--- src/core/rfr_pkg.sv ---
// Shared constants, state codes and carrier types of the regulator
// fault-response block.
// Assumes a 32-bit AHB-Lite register bus and synchronous fault inputs.
package rfr_pkg;

    // Rail indices
    localparam int RFR_PRE = 0;
    localparam int RFR_LV = 1;
    localparam int RFR_BOOST = 2;
    localparam int RFR_RAILS = 3;

    // Register byte offsets
    localparam logic [7:0] RFR_OFS_CTRL = 8'h00;
    localparam logic [7:0] RFR_OFS_CFG = 8'h04;
    localparam logic [7:0] RFR_OFS_THERM0 = 8'h10;
    localparam logic [7:0] RFR_OFS_CURR0 = 8'h1C;
    localparam logic [7:0] RFR_OFS_IRQ_STAT = 8'h28;
    localparam logic [7:0] RFR_OFS_IRQ_MASK = 8'h2C;
    localparam logic [7:0] RFR_OFS_STATE = 8'h30;
    localparam logic [7:0] RFR_RAIL_STRIDE = 8'h04;

    // Control register fields
    localparam int RFR_CTRL_EN_LSB = 0;
    localparam int RFR_CTRL_RELEASE = 8;
    localparam logic [2:0] RFR_EN_RST = 3'h7;

    // Configuration register fields
    localparam int RFR_CFG_WARN_IRQ_LSB = 0;
    localparam int RFR_CFG_PRE_THERM_OFF = 3;
    localparam int RFR_CFG_PRE_SHORT_OFF = 4;
    localparam int RFR_CFG_PRE_REV_OFF = 5;
    localparam logic [5:0] RFR_CFG_RST = 6'h00;

    // Thermal status fields
    localparam int RFR_TH_WARN = 0;
    localparam int RFR_TH_SHUT = 1;

    // Current status fields
    localparam int RFR_CU_SHORT = 0;
    localparam int RFR_CU_OVERLOAD = 1;
    localparam int RFR_CU_REVERSE = 2;

    // Interrupt status: bits 0..2 thermal per rail, 3..5 current per rail
    localparam int RFR_IRQ_BITS = 6;
    localparam logic [5:0] RFR_IRQ_MASK_RST = 6'h00;

    // State register fields
    localparam int RFR_ST_STATE_LSB = 0;
    localparam int RFR_ST_RESET_PIN = 4;
    localparam int RFR_ST_EDI_PIN = 5;
    localparam int RFR_ST_ALL_OFF = 6;
    localparam int RFR_ST_RAIL_ON_LSB = 8;

    // Operating state as seen by this block
    typedef enum logic [2:0] {
        RFR_ACTIVE = 3'b001,
        RFR_SAFE = 3'b010,
        RFR_OFF = 3'b100
    } rfr_state_t;

    // Deglitched detector levels of one rail
    typedef struct packed {
        logic ot_warn;
        logic ot_shut;
        logic short_circ;
        logic overload;
        logic reverse_sink;
    } rfr_fault_t;

    // Latched status flags of one rail
    typedef struct packed {
        logic [1:0] thermal;
        logic [2:0] current;
    } rfr_flags_t;

endpackage : rfr_pkg

--- src/core/rfr_fault_top.sv ---
// Fault-response logic for the preregulator, the low-voltage buck and
// the boost converter, with its AHB-Lite register file.
// Assumes deglitched detector levels and cool-down levels synchronous
// to hclk, and a system controller that reads status and watches pins.
//
// Our own choices: the address map and the AHB-Lite slave port.
`timescale 1ns/1ps
module rfr_fault_top (
    input wire logic hclk,
    input wire logic hresetn,
    input wire logic hsel,
    input wire logic [31:0] haddr,
    input wire logic [1:0] htrans,
    input wire logic hwrite,
    input wire logic [2:0] hsize,
    input wire logic hready,
    input wire logic [31:0] hwdata,
    output logic hreadyout,
    output logic hresp,
    output logic [31:0] hrdata,
    input wire rfr_pkg::rfr_fault_t pre_fault,
    input wire rfr_pkg::rfr_fault_t lv_fault,
    input wire rfr_pkg::rfr_fault_t boost_fault,
    input wire logic [2:0] rail_cool,
    output logic [2:0] rail_on,
    output logic reset_output_pin,
    output logic enable_drive_interrupt_pin,
    output logic irq
);
    import rfr_pkg::*;

    // One-hot rail whose register sits at base + stride * rail
    function automatic logic [2:0] rail_hit(input logic [7:0] addr,
                                            input logic [7:0] base);
        logic [2:0] hit;
        hit = 3'h0;
        for (int r = 0; r < RFR_RAILS; r++) begin
            hit[r] = (addr == 8'(base + 8'(r) * RFR_RAIL_STRIDE));
        end
        return hit;
    endfunction : rail_hit

    logic [7:0] reg_addr;
    logic reg_wr;
    logic [31:0] reg_wdata;
    logic [31:0] rd_data;

    rfr_state_t state;
    logic [2:0] ctrl_en;
    logic [5:0] cfg;
    logic [2:0] lock;
    logic all_off;
    logic [5:0] irq_stat;
    logic [5:0] irq_mask;

    rfr_fault_t fault_in [RFR_RAILS];
    rfr_flags_t flags [RFR_RAILS];
    rfr_fault_t rise [RFR_RAILS];
    logic [2:0] therm_wr;
    logic [2:0] curr_wr;

    logic go_off;
    logic pre_safe;
    logic go_safe;
    logic release_req;
    logic [2:0] en_clear;
    logic [2:0] lock_set;
    logic [2:0] warn_flag;
    logic warn_irq;
    logic [5:0] irq_set;
    logic next_reset_pin;
    logic next_edi_pin;
    logic [2:0] next_rail_on;

    // Bus front end
    rfr_ahb_slave u_bus (
        .hclk(hclk),
        .hresetn(hresetn),
        .hsel(hsel),
        .haddr(haddr),
        .htrans(htrans),
        .hwrite(hwrite),
        .hsize(hsize),
        .hready(hready),
        .hwdata(hwdata),
        .hreadyout(hreadyout),
        .hresp(hresp),
        .hrdata(hrdata),
        .reg_addr(reg_addr),
        .reg_wr(reg_wr),
        .reg_wdata(reg_wdata),
        .reg_rd_data(rd_data)
    );

    assign fault_in[RFR_PRE] = pre_fault;
    assign fault_in[RFR_LV] = lv_fault;
    assign fault_in[RFR_BOOST] = boost_fault;

    // Status register write strobes per rail
    assign therm_wr = rail_hit(reg_addr, RFR_OFS_THERM0) & {3{reg_wr}};
    assign curr_wr = rail_hit(reg_addr, RFR_OFS_CURR0) & {3{reg_wr}};

    // One flag block per rail; reverse sink is watched on every rail
    generate
        for (genvar g = 0; g < RFR_RAILS; g++) begin : g_rail
            rfr_rail_flags u_flags (
                .hclk(hclk),
                .hresetn(hresetn),
                .fault(fault_in[g]),
                .clr_thermal(therm_wr[g] ? reg_wdata[1:0] : 2'h0),
                .clr_current(curr_wr[g] ? reg_wdata[2:0] : 3'h0),
                .flags(flags[g]),
                .rise(rise[g])
            );
            assign warn_flag[g] = flags[g].thermal[RFR_TH_WARN];
            assign lock_set[g] = rise[g].ot_shut;
            assign irq_set[g] = |rise[g][4:3];
            assign irq_set[g + RFR_RAILS] = |rise[g][2:0];
        end
    endgenerate

    // Fault decisions; overload enters none of these terms
    always_comb begin
        go_off = (rise[RFR_PRE].ot_shut & cfg[RFR_CFG_PRE_THERM_OFF])
            | (rise[RFR_PRE].short_circ & cfg[RFR_CFG_PRE_SHORT_OFF])
            | (rise[RFR_PRE].reverse_sink & cfg[RFR_CFG_PRE_REV_OFF]);
        pre_safe = (rise[RFR_PRE].ot_shut | rise[RFR_PRE].short_circ
            | rise[RFR_PRE].reverse_sink) & ~go_off;
        en_clear = 3'h0;
        en_clear[RFR_LV] = rise[RFR_LV].ot_shut
            | rise[RFR_LV].short_circ | rise[RFR_LV].reverse_sink;
        en_clear[RFR_BOOST] = rise[RFR_BOOST].ot_shut
            | rise[RFR_BOOST].short_circ | rise[RFR_BOOST].reverse_sink;
        go_safe = pre_safe | en_clear[RFR_LV] | en_clear[RFR_BOOST];
    end

    // Software release of SAFE, ignored if a new fault arrives with it
    assign release_req = reg_wr && (reg_addr == RFR_OFS_CTRL)
        && reg_wdata[RFR_CTRL_RELEASE];

    // Operating state; OFF is left only through the device reset
    always_ff @(posedge hclk or negedge hresetn) begin
        if (!hresetn) begin
            state <= RFR_ACTIVE;
        end else begin
            case (state)
                RFR_ACTIVE: begin
                    if (go_off) begin
                        state <= RFR_OFF;
                    end else if (go_safe) begin
                        state <= RFR_SAFE;
                    end
                end
                RFR_SAFE: begin
                    if (go_off) begin
                        state <= RFR_OFF;
                    end else if (release_req && !go_safe) begin
                        state <= RFR_ACTIVE;
                    end
                end
                RFR_OFF: begin
                    state <= RFR_OFF;
                end
                default: begin
                    state <= RFR_OFF;
                end
            endcase
        end
    end

    // All rails off after a preregulator SAFE entry, until released
    always_ff @(posedge hclk or negedge hresetn) begin
        if (!hresetn) begin
            all_off <= 1'b0;
        end else if (pre_safe || go_off) begin
            all_off <= 1'b1;
        end else if (release_req && state == RFR_SAFE && !go_safe) begin
            all_off <= 1'b0;
        end
    end

    // Regulator enable bits; a fault clear beats a simultaneous write
    always_ff @(posedge hclk or negedge hresetn) begin
        if (!hresetn) begin
            ctrl_en <= RFR_EN_RST;
        end else begin
            if (reg_wr && reg_addr == RFR_OFS_CTRL) begin
                ctrl_en <= reg_wdata[RFR_CTRL_EN_LSB +: 3] & ~en_clear;
            end else begin
                ctrl_en <= ctrl_en & ~en_clear;
            end
        end
    end

    // Configuration: warning interrupt enables and off enables
    always_ff @(posedge hclk or negedge hresetn) begin
        if (!hresetn) begin
            cfg <= RFR_CFG_RST;
        end else if (reg_wr && reg_addr == RFR_OFS_CFG) begin
            cfg <= reg_wdata[5:0];
        end
    end

    // Thermal lockout; a shutdown beats a cool-down in the same cycle
    always_ff @(posedge hclk or negedge hresetn) begin
        if (!hresetn) begin
            lock <= 3'h0;
        end else begin
            lock <= (lock & ~rail_cool) | lock_set;
        end
    end

    // Regulator drive: enabled, not locked, not cut by state
    always_comb begin
        next_rail_on = ctrl_en & ~lock & ~lock_set;
        next_rail_on = next_rail_on & ~en_clear;
        if (all_off || pre_safe || go_off || state == RFR_OFF) begin
            next_rail_on = 3'h0;
        end
    end

    always_ff @(posedge hclk or negedge hresetn) begin
        if (!hresetn) begin
            rail_on <= 3'h0;
        end else begin
            rail_on <= next_rail_on;
        end
    end

    // Warning only reaches the pin through its enable
    assign warn_irq = |(warn_flag & cfg[RFR_CFG_WARN_IRQ_LSB +: 3]);

    // Pin levels: reset low only in OFF, interrupt pin low in SAFE,
    // OFF or on an enabled warning; the decision cycle counts already
    always_comb begin
        next_reset_pin = ~(go_off || state == RFR_OFF);
        next_edi_pin = 1'b1;
        if (go_off || go_safe || state != RFR_ACTIVE) begin
            next_edi_pin = 1'b0;
        end else if (warn_irq) begin
            next_edi_pin = 1'b0;
        end
    end

    // Pins leave reset high so the controller is not held in reset
    always_ff @(posedge hclk or negedge hresetn) begin
        if (!hresetn) begin
            reset_output_pin <= 1'b1;
            enable_drive_interrupt_pin <= 1'b1;
        end else begin
            reset_output_pin <= next_reset_pin;
            enable_drive_interrupt_pin <= next_edi_pin;
        end
    end

    // Interrupt status, write-one-to-clear; a new event beats its clear
    always_ff @(posedge hclk or negedge hresetn) begin
        if (!hresetn) begin
            irq_stat <= 6'h00;
        end else if (reg_wr && reg_addr == RFR_OFS_IRQ_STAT) begin
            irq_stat <= (irq_stat & ~reg_wdata[5:0]) | irq_set;
        end else begin
            irq_stat <= irq_stat | irq_set;
        end
    end

    // Interrupt mask, one bit per status bit
    always_ff @(posedge hclk or negedge hresetn) begin
        if (!hresetn) begin
            irq_mask <= RFR_IRQ_MASK_RST;
        end else if (reg_wr && reg_addr == RFR_OFS_IRQ_MASK) begin
            irq_mask <= reg_wdata[5:0];
        end
    end

    assign irq = |(irq_stat & irq_mask);

    // Read mux; unmapped offsets read as zero
    always_comb begin
        logic [2:0] th_sel;
        logic [2:0] cu_sel;
        th_sel = rail_hit(reg_addr, RFR_OFS_THERM0);
        cu_sel = rail_hit(reg_addr, RFR_OFS_CURR0);
        rd_data = 32'h0000_0000;
        for (int r = 0; r < RFR_RAILS; r++) begin
            if (th_sel[r]) begin
                rd_data[1:0] = flags[r].thermal;
            end
            if (cu_sel[r]) begin
                rd_data[2:0] = flags[r].current;
            end
        end
        case (reg_addr)
            RFR_OFS_CTRL: begin
                rd_data[RFR_CTRL_EN_LSB +: 3] = ctrl_en;
            end
            RFR_OFS_CFG: begin
                rd_data[5:0] = cfg;
            end
            RFR_OFS_IRQ_STAT: begin
                rd_data[5:0] = irq_stat;
            end
            RFR_OFS_IRQ_MASK: begin
                rd_data[5:0] = irq_mask;
            end
            RFR_OFS_STATE: begin
                rd_data[RFR_ST_STATE_LSB +: 3] = state;
                rd_data[RFR_ST_RESET_PIN] = reset_output_pin;
                rd_data[RFR_ST_EDI_PIN] = enable_drive_interrupt_pin;
                rd_data[RFR_ST_ALL_OFF] = all_off;
                rd_data[RFR_ST_RAIL_ON_LSB +: 3] = rail_on;
            end
            default: begin
                rd_data[31:6] = rd_data[31:6];
            end
        endcase
    end

endmodule : rfr_fault_top

--- src/core/rfr_ahb_slave.sv ---
// AHB-Lite slave front end: one wait state on every transfer.
// Assumes a single master and word accesses; response is always OKAY.
`timescale 1ns/1ps
module rfr_ahb_slave (
    input wire logic hclk,
    input wire logic hresetn,
    input wire logic hsel,
    input wire logic [31:0] haddr,
    input wire logic [1:0] htrans,
    input wire logic hwrite,
    input wire logic [2:0] hsize,
    input wire logic hready,
    input wire logic [31:0] hwdata,
    output logic hreadyout,
    output logic hresp,
    output logic [31:0] hrdata,
    output logic [7:0] reg_addr,
    output logic reg_wr,
    output logic [31:0] reg_wdata,
    input wire logic [31:0] reg_rd_data
);
    logic busy;
    logic done;
    logic write_q;
    logic take;

    // NONSEQ or SEQ while selected and the bus is ready
    assign take = hsel & htrans[1] & hready;

    // Address phase capture; hsize is accepted as a word in all cases
    always_ff @(posedge hclk or negedge hresetn) begin
        if (!hresetn) begin
            reg_addr <= 8'h00;
            write_q <= 1'b0;
        end else if (take) begin
            reg_addr <= {haddr[7:2], 2'b00};
            write_q <= hwrite;
        end
    end

    // Two-cycle data phase: busy (wait) then done (ready)
    always_ff @(posedge hclk or negedge hresetn) begin
        if (!hresetn) begin
            busy <= 1'b0;
            done <= 1'b0;
        end else begin
            busy <= take;
            done <= busy;
        end
    end

    // Read data sampled in the wait cycle so hrdata comes from a flop
    always_ff @(posedge hclk or negedge hresetn) begin
        if (!hresetn) begin
            hrdata <= 32'h0000_0000;
        end else if (busy && !write_q) begin
            hrdata <= reg_rd_data;
        end
    end

    assign hreadyout = ~busy;
    assign hresp = 1'b0;
    assign reg_wr = done & write_q;
    assign reg_wdata = hwdata;

endmodule : rfr_ahb_slave

--- src/core/rfr_rail_flags.sv ---
// Latched fault flags of one regulator with rising-edge event pulses.
// Assumes detector levels already deglitched and synchronous to hclk.
`timescale 1ns/1ps
module rfr_rail_flags (
    input wire logic hclk,
    input wire logic hresetn,
    input wire rfr_pkg::rfr_fault_t fault,
    input wire logic [1:0] clr_thermal,
    input wire logic [2:0] clr_current,
    output rfr_pkg::rfr_flags_t flags,
    output rfr_pkg::rfr_fault_t rise
);
    import rfr_pkg::*;

    rfr_fault_t prev;
    logic [1:0] set_thermal;
    logic [2:0] set_current;

    // Only a new detection counts, so a held level acts once
    always_ff @(posedge hclk or negedge hresetn) begin
        if (!hresetn) begin
            prev <= '0;
        end else begin
            prev <= fault;
        end
    end

    assign rise = fault & ~prev;

    always_comb begin
        set_thermal = 2'h0;
        set_current = 3'h0;
        set_thermal[RFR_TH_WARN] = rise.ot_warn;
        set_thermal[RFR_TH_SHUT] = rise.ot_shut;
        set_current[RFR_CU_SHORT] = rise.short_circ;
        set_current[RFR_CU_OVERLOAD] = rise.overload;
        set_current[RFR_CU_REVERSE] = rise.reverse_sink;
    end

    // Sticky flags, write-one-to-clear; a new event beats its clear
    always_ff @(posedge hclk or negedge hresetn) begin
        if (!hresetn) begin
            flags <= '0;
        end else begin
            flags.thermal <= (flags.thermal & ~clr_thermal) | set_thermal;
            flags.current <= (flags.current & ~clr_current) | set_current;
        end
    end

endmodule : rfr_rail_flags

--- config.mk ---
export PLATFORM = sky130hd
export DESIGN_NAME = rfr_fault_top
export DESIGN_NICKNAME = d
export VERILOG_FILES = /design/src/core/rfr_pkg.sv /design/src/core/rfr_fault_top.sv /design/src/core/rfr_ahb_slave.sv /design/src/core/rfr_rail_flags.sv
export SDC_FILE = /design/constraint.sdc
export NUM_CORES = 1
export LEC_CHECK = 0
export BUFFER_PORTS_ARGS = -buffer_cell sky130_fd_sc_hd__buf_4
export CAP_MARGIN = 10
export CORE_MARGIN = 1
export CORE_UTILIZATION = 29
export DETAILED_ROUTE_END_ITERATION = 8
export GPL_ROUTABILITY_DRIVEN = 0
export PLACE_DENSITY = 0.6
export SETUP_SLACK_MARGIN = 0.5
export SYNTH_ARGS = -nofsm -noshare
export SYNTH_HDL_FRONTEND = slang
export SYNTH_SLANG_ARGS = --single-unit
--- constraint.sdc ---
create_clock -name hclk -period 3.9 [get_ports hclk]
set_clock_uncertainty 0.2 [all_clocks]
set_input_delay 0.78 -clock hclk [delete_from_list [all_inputs] [get_ports hclk]]
set_output_delay 0.78 -clock hclk [all_outputs]
set_load 0.005 [all_outputs]
Word-level counts from Yosys, hierarchy flattened
Cells that the tools add are included.

Multiplexer cells: 29. Bitwise operators: 63. Equal/unequal tests: 16. Reduce and logical (&&, ||, !) cells: 29.

Operators by type and width (number): 2-to-1 mux 3 bit (13); bitwise AND 3 bit (12); equality test 6 x 4 -> 1 bit (second input constant) (5); equality test 6 x 3 -> 1 bit (second input constant) (4); NOT 3 bit (7); bitwise AND 5 bit (3); NOT 5 bit (3); one-hot mux 3 bit (5 select lines) (1); bitwise AND 6 bit (2); 2-to-1 mux 2 bit (6); bitwise OR 3 bit (4); bitwise OR 6 bit (2); OR reduction 3 bit (4); bitwise OR 1 bit (10); logical AND 1 bit (9); zero test 8 bit (1); one-hot mux 2 bit (4 select lines) (1); bitwise AND 1 bit (7); logical OR 1 bit (7); bitwise AND 2 bit (3); equality test 6 x 1 -> 1 bit (second input constant) (1); 2-to-1 mux 6 bit (1); inequality test 3 bit (second input constant) (2); NOT 2 bit (3); other kinds (15) (26).

Word-level logic and storage cells: 173. Input port bits: 92. Output and inout bits: 40. Bits in registers: 82.

Depth between registers and ports, before layout
Gate-level depths: netlist (run 1).

Word-level depth: 14. Gate-level depth with buffers: 7. Depth with buffers taken out: 5.

By module
A second synthesis (run 1) with hierarchy kept.

Cell total of the unflattened synthesis: 418. Area, all modules: 5109.9 sq um.

Modules (own cells, without submodules): rfr_fault_top (seq. area each 833.3 sq um, times used 1, area each 2062.0 sq um, cells an instance 218); rfr_ahb_slave (seq. area each 1026.0 sq um, times used 1, area each 1921.8 sq um, cells an instance 125); rfr_rail_flags (seq. area each 250.2 sq um, times used 3, area each 375.4 sq um, cells an instance 25).

Worst setup path after synthesis (run 1)
Ideal clock, no wire load.

Kind: reg-to-reg. Start point: reg u_bus.reg_addr[4]. End point: reg cfg[2]. Period minus slack after synthesis: 2041 ps. Path buffers: 1. Required time: 3575 ps. Slack: 1859 ps. Library setup time: 125 ps. Cell stages (with the launch flop): 6. Arrival: 1716 ps. Path through: dfrtp_1 or4_4 nor2_4 and2_1 buf_2 mux2_2.

Word-level cells in the longest chain between the ends: 2.

RTL lines: from (decl) (line rfr_ahb_slave.sv:17) `output logic [7:0] reg_addr,`; from (signal assigned) (line rfr_ahb_slave.sv:36) `reg_addr <= {haddr[7:2], 2'b00};`; equality test 6 x 1 -> 1 bit (line rfr_fault_top.sv:199) `end else if (reg_wr && reg_addr == RFR_OFS_CFG) begin`; logical AND 1 bit (line rfr_fault_top.sv:199); to (signal assigned) (line rfr_fault_top.sv:200) `cfg <= reg_wdata[5:0];`; to (decl) (line rfr_fault_top.sv:50) `logic [5:0] cfg;`.

Every way passes these cells. A chain may end at the register's enable or synchronous reset.

Final worst setup path (run 1)
Start point: reg u_bus.reg_addr[3]. End point: reg u_bus.hrdata[0].

Word-level cells in the longest chain between the ends: 8. Elaborated cells on any way between the ends: 18. Classes of those cells: eq/ne (10); mux (7); reduce/logical (1).

RTL lines: equality test 6 x 3 -> 1 bit (line rfr_fault_top.sv:38) `hit[r] = (addr == 8'(base + 8'(r) * RFR_RAIL_STRIDE));`; 2-to-1 mux 2 bit (line rfr_fault_top.sv:286) `if (th_sel[r]) begin`; 2-to-1 mux 3 bit (line rfr_fault_top.sv:289) `if (cu_sel[r]) begin`; 2-to-1 mux 2 bit (line rfr_fault_top.sv:286); 2-to-1 mux 3 bit (line rfr_fault_top.sv:289); 2-to-1 mux 2 bit (line rfr_fault_top.sv:286); 2-to-1 mux 3 bit (line rfr_fault_top.sv:289); one-hot mux 3 bit (5 select lines) * (line rfr_fault_top.sv:293) `case (reg_addr)`; to (signal assigned) (line rfr_ahb_slave.sv:57) `hrdata <= reg_rd_data;`; to (decl) (line rfr_ahb_slave.sv:16) `output logic [31:0] hrdata,`.

Mark *: on every way between the ends. The rest lies on a longest branch, timed or not.

==> results of run 1 <==
routing by layer:
metal  vias up  track usage [%]  wire length, um
met4         0            5.369              129
met3        10            3.973              563
met1      1379            18.63             4271
met2       111            21.65             4295
li1       1332                -                -
met5         -                0                0
worst min path at each step:
stage	endpoint	slack, ns	depth (start not counted)
floorplan	u_bus.done	0.19	0
global placement	u_bus.done	0.20	0
detailed placement	u_bus.done	0.20	0
CTS	u_bus.done	0.22	0
global route	u_bus.done	0.24	0
finish	u_bus.done	0.21	0
cells by family after synthesis:
logic type,synth area share (%)
AOI/OAI and AO/OA,12.04
buffers and inverters,6.581
DFF,52.84
muxes,8.957
other,0.09622
and+or+nand+nor,19.49
worst register-to-register path: stages (launching register included):
cell and delay [ns]:
dfrtp_1 0.87, nor2_1 0.24, and4_1 0.40, a2111oi_0 0.55, o22ai_1 0.15
Yosys cell counts, types with 6 or more instances:
cell type / number / area [um2]
clkbuf_1: 9 / 33.78
nand2b_1: 16 / 100.1
a21o_1: 10 / 75.07
mux2_2: 21 / 236.5
nand3_1: 16 / 80.08
nand2_1: 42 / 157.7
inv_1: 8 / 30.03
buf_4: 23 / 172.7
o21ai_0: 17 / 85.08
nor2_1: 16 / 60.06
mux2i_1: 9 / 90.09
dfrtp_1: 76 / 1902
nor2b_1: 15 / 93.84
dfstp_2: 6 / 157.7
registers in the layout (all words and copies together) (netlist names), 3 cells and up:
name                  cells
state                     3
ctrl_en                   3
irq_mask                  6
rail_on                   3
u_bus.hrdata             10
irq_stat                  6
cfg                       6
g_rail.u_flags.flags     15
u_bus.reg_addr            6
g_rail.u_flags.prev      15
lock                      3
report_power, final:
part	switching, mW	internal (mW)	leakage (nW)
registers	0.0673	0.904	0.938
clock network	0.327	0.511	0.149
logic	0.151	0.136	0.969
cell type report:
cell class,count,area (um2)
clock buffer,11,242.7
sequential,82,2059
tap,172,215.2
inverter,8,30.03
timing repair buffer,54,405.4
clock inverter,5,53.80
multi-input combinational,258,1664
fill,1300,8205
through the flow:
step | hold WS (ns) | util [%] | cells | instance area, um2
floorplan | 0.1878 | - | 384 | 3980
global placement | 0.1998 | 33.97 | 574 | 4374
detailed placement | 0.2022 | 33.97 | 574 | 4374
CTS | 0.2176 | 36.27 | 590 | 4671
global route | 0.2415 | 36.27 | 590 | 4671
finish | 0.2143 | 36.27 | 590 | 4671
==> results.yml, run 1 <==
run_status:
  status: "complete, no violations"
worst_setup_path:
  r2r_slack_ns: 1.36
  critPathMaxFanout: 24
  cp_top_family: "flip-flops"
  arrival_ns: 2.54
  critical-path-max-stage-delay_ns: 0.87
  startpoint_type: "flop"
  cp_slowest_cell: "dfrtp_1"
  cp_num_cells: 4
  cp-end-kind: "flop"
  crit_chain: "nor2_1 > and4_1 > a2111oi_0 > o22ai_1"
  criticalPathCategory: "reg -> reg"
  crit_required_ns: 3.90
  r2r.worst_path.cells: 4
  r2r-end: "u_bus.hrdata[0]"
  critical_path_buf_inv_count: 0
  cp-endpoint: "u_bus.hrdata[0]"
  timing.rr.start: "u_bus.reg_addr[3]"
  startpoint: "u_bus.reg_addr[3]"
synthesis:
  syn-cell-area_mm2: 0.003897
  netlist_instances: 362
  syn_avg_cell_area_um2: 10.77
  synth-seq-area-share_pct: 52.84
  ys_types: 52
  ys_seq_elements: 82
  synth_enable_flop_cells: 0
  synth_flop_cell: "dfrtp_1"
  yosysWarnings: 0
  synthArstFlopShare_pct: 100.0
grt:
  grt_overflow: 0
  grt_max_degree: 83
  grt_pass1_vias: 2871
  track_usage_pct: 14.06
  grt_pass1_wl_um: 15040
  antenna_found_initial: 0
place:
  dp_worst_setup_slack_ns: 1.352
  place_hpwl_um: 6932
  port_buffers: 53
cts:
  ctsHoldBuffers: 0
  clkTransAtPathRegs_ns: 0.06
  cts_resized: 0
  h-tree-depth: 3
  cts_setup_buffers: 0
  cts_tree: "done"
  worst_skew_pair.late_latency_ns: 0.34
  cts_buffers: 9
  cts_root_buffer: "clkbuf_16"
  clock_sinks: 82
  clk_path_buf_depth: 2
timing:
  fin_crit_ns: 2.544
  setup_tns_ns: 0
  max_slew_margin_pct: 32.54
  hold_viol: 0
  worst_slack_ns: 1.356
  slew_violations: 0
  fmax_ghz: 0.3931
  setup_viol: 0
  rsz0062_at_grt: "no"
  tightest_slew_ns: 1.012
  fin_crit_sh_pct: 65.23
route:
  drc: 0
  vias_per_cell: 4.800
  dr_total_vias: 2832
  ant_nets: 0
  finalWirelength_um: 9260
  wl_per_cell_um: 15.69
  drtIter0Drc: 177
  dr.pass1.iters: 4
hold_path:
  hp-class: "reg -> reg"
  hold_start: "u_bus.busy"
run:
  maxCapViolCount: 0
cells_and_area:
  antenna_cells: 0
  layout.nets: 505
  final_common_cell: "dfrtp_1"
  mostFrequentLayoutCells: "76 x dfrtp_1, 54 x buf_4, 42 x nand2_1"
  drive_above_1_share_pct: 25.84
  synthToLayoutAreaGrowth_pct: 19.84
die:
  core_area_mm2: 0.01288
  die_h_um: 117.9
  start_util_pct: 30.27
  die_w_um: 117.9
  std_cell_rows: 41
  die_area_mm2: 0.01391
  io_pins: 132
pwr:
  totalPowerFinal_mw: 2.095
  power_density_mw_per_mm2: 448.5
  peakVddDrop_mv: 0.1870
  leakagePower_nw: 2.056
No activity file was read; power rests on OpenSTA's default activity.
==> inputs of run 2 (changes only) <==
PLACE_DENSITY = 0.62   (was 0.6)
clock period = 2.24 ns   (was 3.9 ns; I/O delays follow)
==> results.yml, run 2 (synthesis gave the netlist of run 1 again) <==
cts:
  clkTransAtPathRegs_ns: 0.06
  h-tree-depth: 3
  cts_buffers: 9
  cts_root_buffer: "clkbuf_16"
  clk_path_buf_depth: 2
  clock_sinks: 82
  cts_tree: "done"
  worst_skew_pair.late_latency_ns: 0.34
cells_and_area:
  mostFrequentLayoutCells: "82 x buf_4, 72 x dfrtp_1, 38 x nand2_1"
  multi_input_area_mm2: 0.001947
  reg_top3: "g_rail.u_flags.flags (15), g_rail.u_flags.prev (15), u_bus.hrdata (10)"
  final_util_pct: 42.06
  fill_cells: 1219
  layout.nets: 548
  seq_area_mm2: 0.002064
  final_common_cell: "buf_4"
  antenna_cells: 0
  synthToLayoutAreaGrowth_pct: 38.94
  drive_above_1_share_pct: 42.73
pwr:
  totalPowerFinal_mw: 4.108
  leakagePower_nw: 2.398
  peakVddDrop_mv: 0.3889
  power_density_mw_per_mm2: 758.6
run_status:
  status: "complete, no violations"
route:
  vias_per_cell: 4.755
  ant_nets: 0
  finalWirelength_um: 10110
  drtIter0Drc: 122
  dr.pass1.iters: 4
  drc: 0
  wl_per_cell_um: 15.98
  dr_total_vias: 3010
die:
  die_w_um: 117.9
  start_util_pct: 30.27
  io_pins: 132
  core_area_mm2: 0.01288
  std_cell_rows: 41
  die_h_um: 117.9
  die_area_mm2: 0.01391
hold_path:
  hp-class: "in -> reg"
  hold_start: "pre_fault[1]"
  hold_end: "g_rail[0].u_flags.prev[1]"
  whs_path_depth: 1
grt:
  antenna_found_initial: 0
  grt_overflow: 0
  grt_pass1_wl_um: 16150
  track_usage_pct: 15.17
  grt_max_degree: 51
  grt_pass1_vias: 3024
worst_setup_path:
  timing.rr.start: "u_bus.reg_addr[2]"
  r2r-end: "u_bus.hrdata[0]"
  arrival_ns: 2.08
  r2r.worst_path.cells: 6
  r2r_slack_ns: 0.17
  cp-end-kind: "flop"
  critPathMaxFanout: 15
  criticalPathCategory: "reg -> reg"
  startpoint_type: "flop"
  crit_required_ns: 2.25
run:
  maxCapViolCount: 0
timing:
  hold_viol: 0
  setup_viol: 0
  slew_violations: 0
  fin_crit_ns: 2.070
  rsz0062_at_grt: "yes"
  fin_crit_sh_pct: 92.42
  setup_tns_ns: 0
  fmax_ghz: 0.4830
place:
  port_buffers: 53
  place_hpwl_um: 7262
run 2: changes by cell type in the layout (fill, tap and decap cells not counted), sizes merged:
cell	previous run	this run
clkinvlp	0	1
dlygate4sd3	0	1
buf	54	96
clkinv	4	1
bufinv	1	3
run 2: timing repair:
action,in CTS,in global routing
buffers inserted,15,11
endpoints found under the setup margin,49,53
pin swaps,24,23
gates resized for setup,31,42
hold buffers,1,0
endpoints found under the hold margin,8,0
run 2: area by class of cell:
cell class / count / area share, %
sequential: 82 / 38.12
multi-input combinational: 258 / 35.95
timing repair buffer: 97 / 15.02
clock buffer: 11 / 4.482
tap: 172 / 3.974
clock inverter: 5 / 1.895
inverter: 8 / 0.5545
run 2: worst max-delay path, cell delays in order (launching register included):
cell and delay (ns):
dfrtp_2 0.53, buf_12 0.19, mux2i_1 0.21, nor2_1 0.08, a2111oi_1 0.44, buf_4 0.19
o22ai_1 0.08
run 2: power breakdown:
part	internal (mW)	switching, mW
registers	1.58	0.0954
logic	0.376	0.364
clock network	1.12	0.578
total	3.07	1.04
run 2: through the flow:
stage	hold slack, ns	worst slack [ns]	area, um2	instances
floorplan	-0.04759	0.2320	4028	384
global placement	0.09124	0.08206	4561	590
detailed placement	0.09650	0.07348	4561	590
CTS	0.003263	0.1821	5146	622
global route	0.003190	0.05385	5415	633
finish	0.01244	0.1698	5415	633
run 2: worst max path at each step:
stage                            from               to  slack [ns]
floorplan           u_bus.reg_addr[4]           cfg[2]        0.23
global placement    u_bus.reg_addr[2]  u_bus.hrdata[0]        0.08
detailed placement  u_bus.reg_addr[2]  u_bus.hrdata[0]        0.07
CTS                 u_bus.reg_addr[5]  u_bus.hrdata[0]        0.18
global route        u_bus.reg_addr[4]  u_bus.hrdata[0]        0.05
finish              u_bus.reg_addr[2]  u_bus.hrdata[0]        0.17
run 2: metal layers:
layer | wire [um] | up-vias | track usage [%]
li1 | - | 1420 | -
met5 | 0 | - | 0
met4 | 282 | 0 | 6.250
met1 | 4709 | 1481 | 20.20
met2 | 4689 | 92 | 23.31
met3 | 431 | 17 | 3.924
==> inputs of run 3 (changes only) <==
BUFFER_PORTS_ARGS = -buffer_cell sky130_fd_sc_hd__buf_2   (was -buffer_cell sky130_fd_sc_hd__buf_4)
==> results.yml, run 3 (synthesis gave the netlist of run 1 again) <==
route:
  wl_met1_um: 4517
  dr_total_vias: 2945
  dr_wl_met3_um: 551
  drtIter0Drc: 132
  vias_per_cell: 4.750
  top_layer: "met4"
  ant_nets: 0
  wl_per_cell_um: 15.90
  dr.pass1.iters: 4
  route.met2.wl_um: 4600
  drc: 0
  finalWirelength_um: 9857
cells_and_area:
  fin_cells: 620
  mostFrequentLayoutCells: "72 x dfrtp_1, 52 x buf_2, 40 x nand2_1"
  antenna_cells: 0
  layout.nets: 535
  multi_input_area_mm2: 0.001888
  final_common_cell: "dfrtp_1"
  seq_area_mm2: 0.002064
  final_util_pct: 39.29
  fill_cells: 1310
  final_cell_area_mm2: 0.005059
  synthToLayoutAreaGrowth_pct: 29.79
  drive_above_1_share_pct: 38.62
  reg_top3: "g_rail.u_flags.flags (15), g_rail.u_flags.prev (15), u_bus.hrdata (10)"
grt:
  grt_pass1_wl_um: 16190
  grt_pass1_vias: 3028
  grt_overflow: 0
  antenna_found_initial: 0
  grt_max_degree: 39
  track_usage_pct: 15.22
timing:
  setup_tns_ns: 0
  fin_crit_sh_pct: 90.23
  setup_viol: 0
  hold_viol: 0
  fin_crit_ns: 2.021
  whs_ns: 0.01732
  worst_slack_ns: 0.2188
  slew_violations: 0
  fmax_ghz: 0.4948
  rsz0062_at_grt: "yes"
die:
  io_pins: 132
  core_area_mm2: 0.01288
  std_cell_rows: 41
  die_w_um: 117.9
  start_util_pct: 30.27
  die_area_mm2: 0.01391
  die_h_um: 117.9
worst_setup_path:
  timing.rr.start: "u_bus.reg_addr[5]"
  crit_required_ns: 2.25
  startpoint_type: "flop"
  arrival_ns: 2.04
  critPathMaxFanout: 4
  criticalPathCategory: "reg -> reg"
  r2r.worst_path.cells: 6
  cp-end-kind: "flop"
  r2r-end: "state[1]"
  r2r_slack_ns: 0.22
cts:
  clkTransAtPathRegs_ns: 0.06
  worst_skew_pair.late_latency_ns: 0.34
  cts_root_buffer: "clkbuf_16"
  cts_tree: "done"
  h-tree-depth: 3
  clk_path_buf_depth: 2
  cts_buffers: 9
  clock_sinks: 82
place:
  dp_worst_setup_slack_ns: 0.1720
  dp_cells: 590
  place_hpwl_um: 7359
  place_area_mm2: 0.004418
  port_buffers: 53
run:
  maxCapViolCount: 0
pwr:
  leakagePower_nw: 2.268
  totalPowerFinal_mw: 3.817
  peakVddDrop_mv: 0.4044
  power_density_mw_per_mm2: 754.5
hold_path:
  hold_start: "boost_fault[4]"
  hp-class: "in -> reg"
  hold_end: "g_rail[2].u_flags.prev[4]"
  whs_path_depth: 1
run_status:
  status: "complete, no violations"
## run 3: power by group
group / leakage (nW) / switching, mW / internal, mW / total (mW)
Sequential: 0.934 / 0.0799 / 1.58 / 1.66
Combinational: 1.18 / 0.356 / 0.304 / 0.660
Clock: 0.151 / 0.583 / 0.918 / 1.50
Total: 2.27 / 1.02 / 2.80 / 3.82
## run 3: worst max path at each step
stage,cells past startpoint,to,start
after floorplan,5,cfg[2],u_bus.reg_addr[4]
after global placement,7,u_bus.hrdata[0],u_bus.reg_addr[5]
after detailed placement,4,cfg[3],u_bus.reg_addr[7]
after CTS,4,cfg[3],u_bus.reg_addr[5]
after global routing,6,u_bus.hrdata[1],u_bus.reg_addr[7]
final,6,state[1],u_bus.reg_addr[5]
## run 3: cell type report
| class | instances | area share, % |
|---|---|---|
| clock inverter | 5 | 1.039 |
| timing repair buffer | 84 | 10.98 |
| tap | 172 | 4.254 |
| sequential | 82 | 40.81 |
| clock buffer | 11 | 4.996 |
| multi-input combinational | 258 | 37.32 |
| inverter | 8 | 0.5936 |
## run 3: worst max-delay path, stage by stage, from the launching register on
cell	delay [ns]
dfrtp_1	0.38
or4_4	0.59
nor3_4	0.20
nand2_2	0.09
buf_6	0.14
nor3b_4	0.20
o22ai_1	0.11
## run 3: what timing repair did
| item | in CTS | in global routing |
|---|---|---|
| endpoints found under the hold margin | 23 | 0 |
| hold buffers | 1 | 0 |
| setup endpoints to repair | 51 | 54 |
| pin swaps | 15 | 8 |
| buffers inserted | 11 | 2 |
| resized for setup | 30 | 23 |
## run 3: layer usage
layer  vias up  global-route usage [%]
met4         0                   5.208
met1      1437                   19.94
met3        15                   4.264
li1       1389                       -
met2       104                   24.01
met5         -                       0
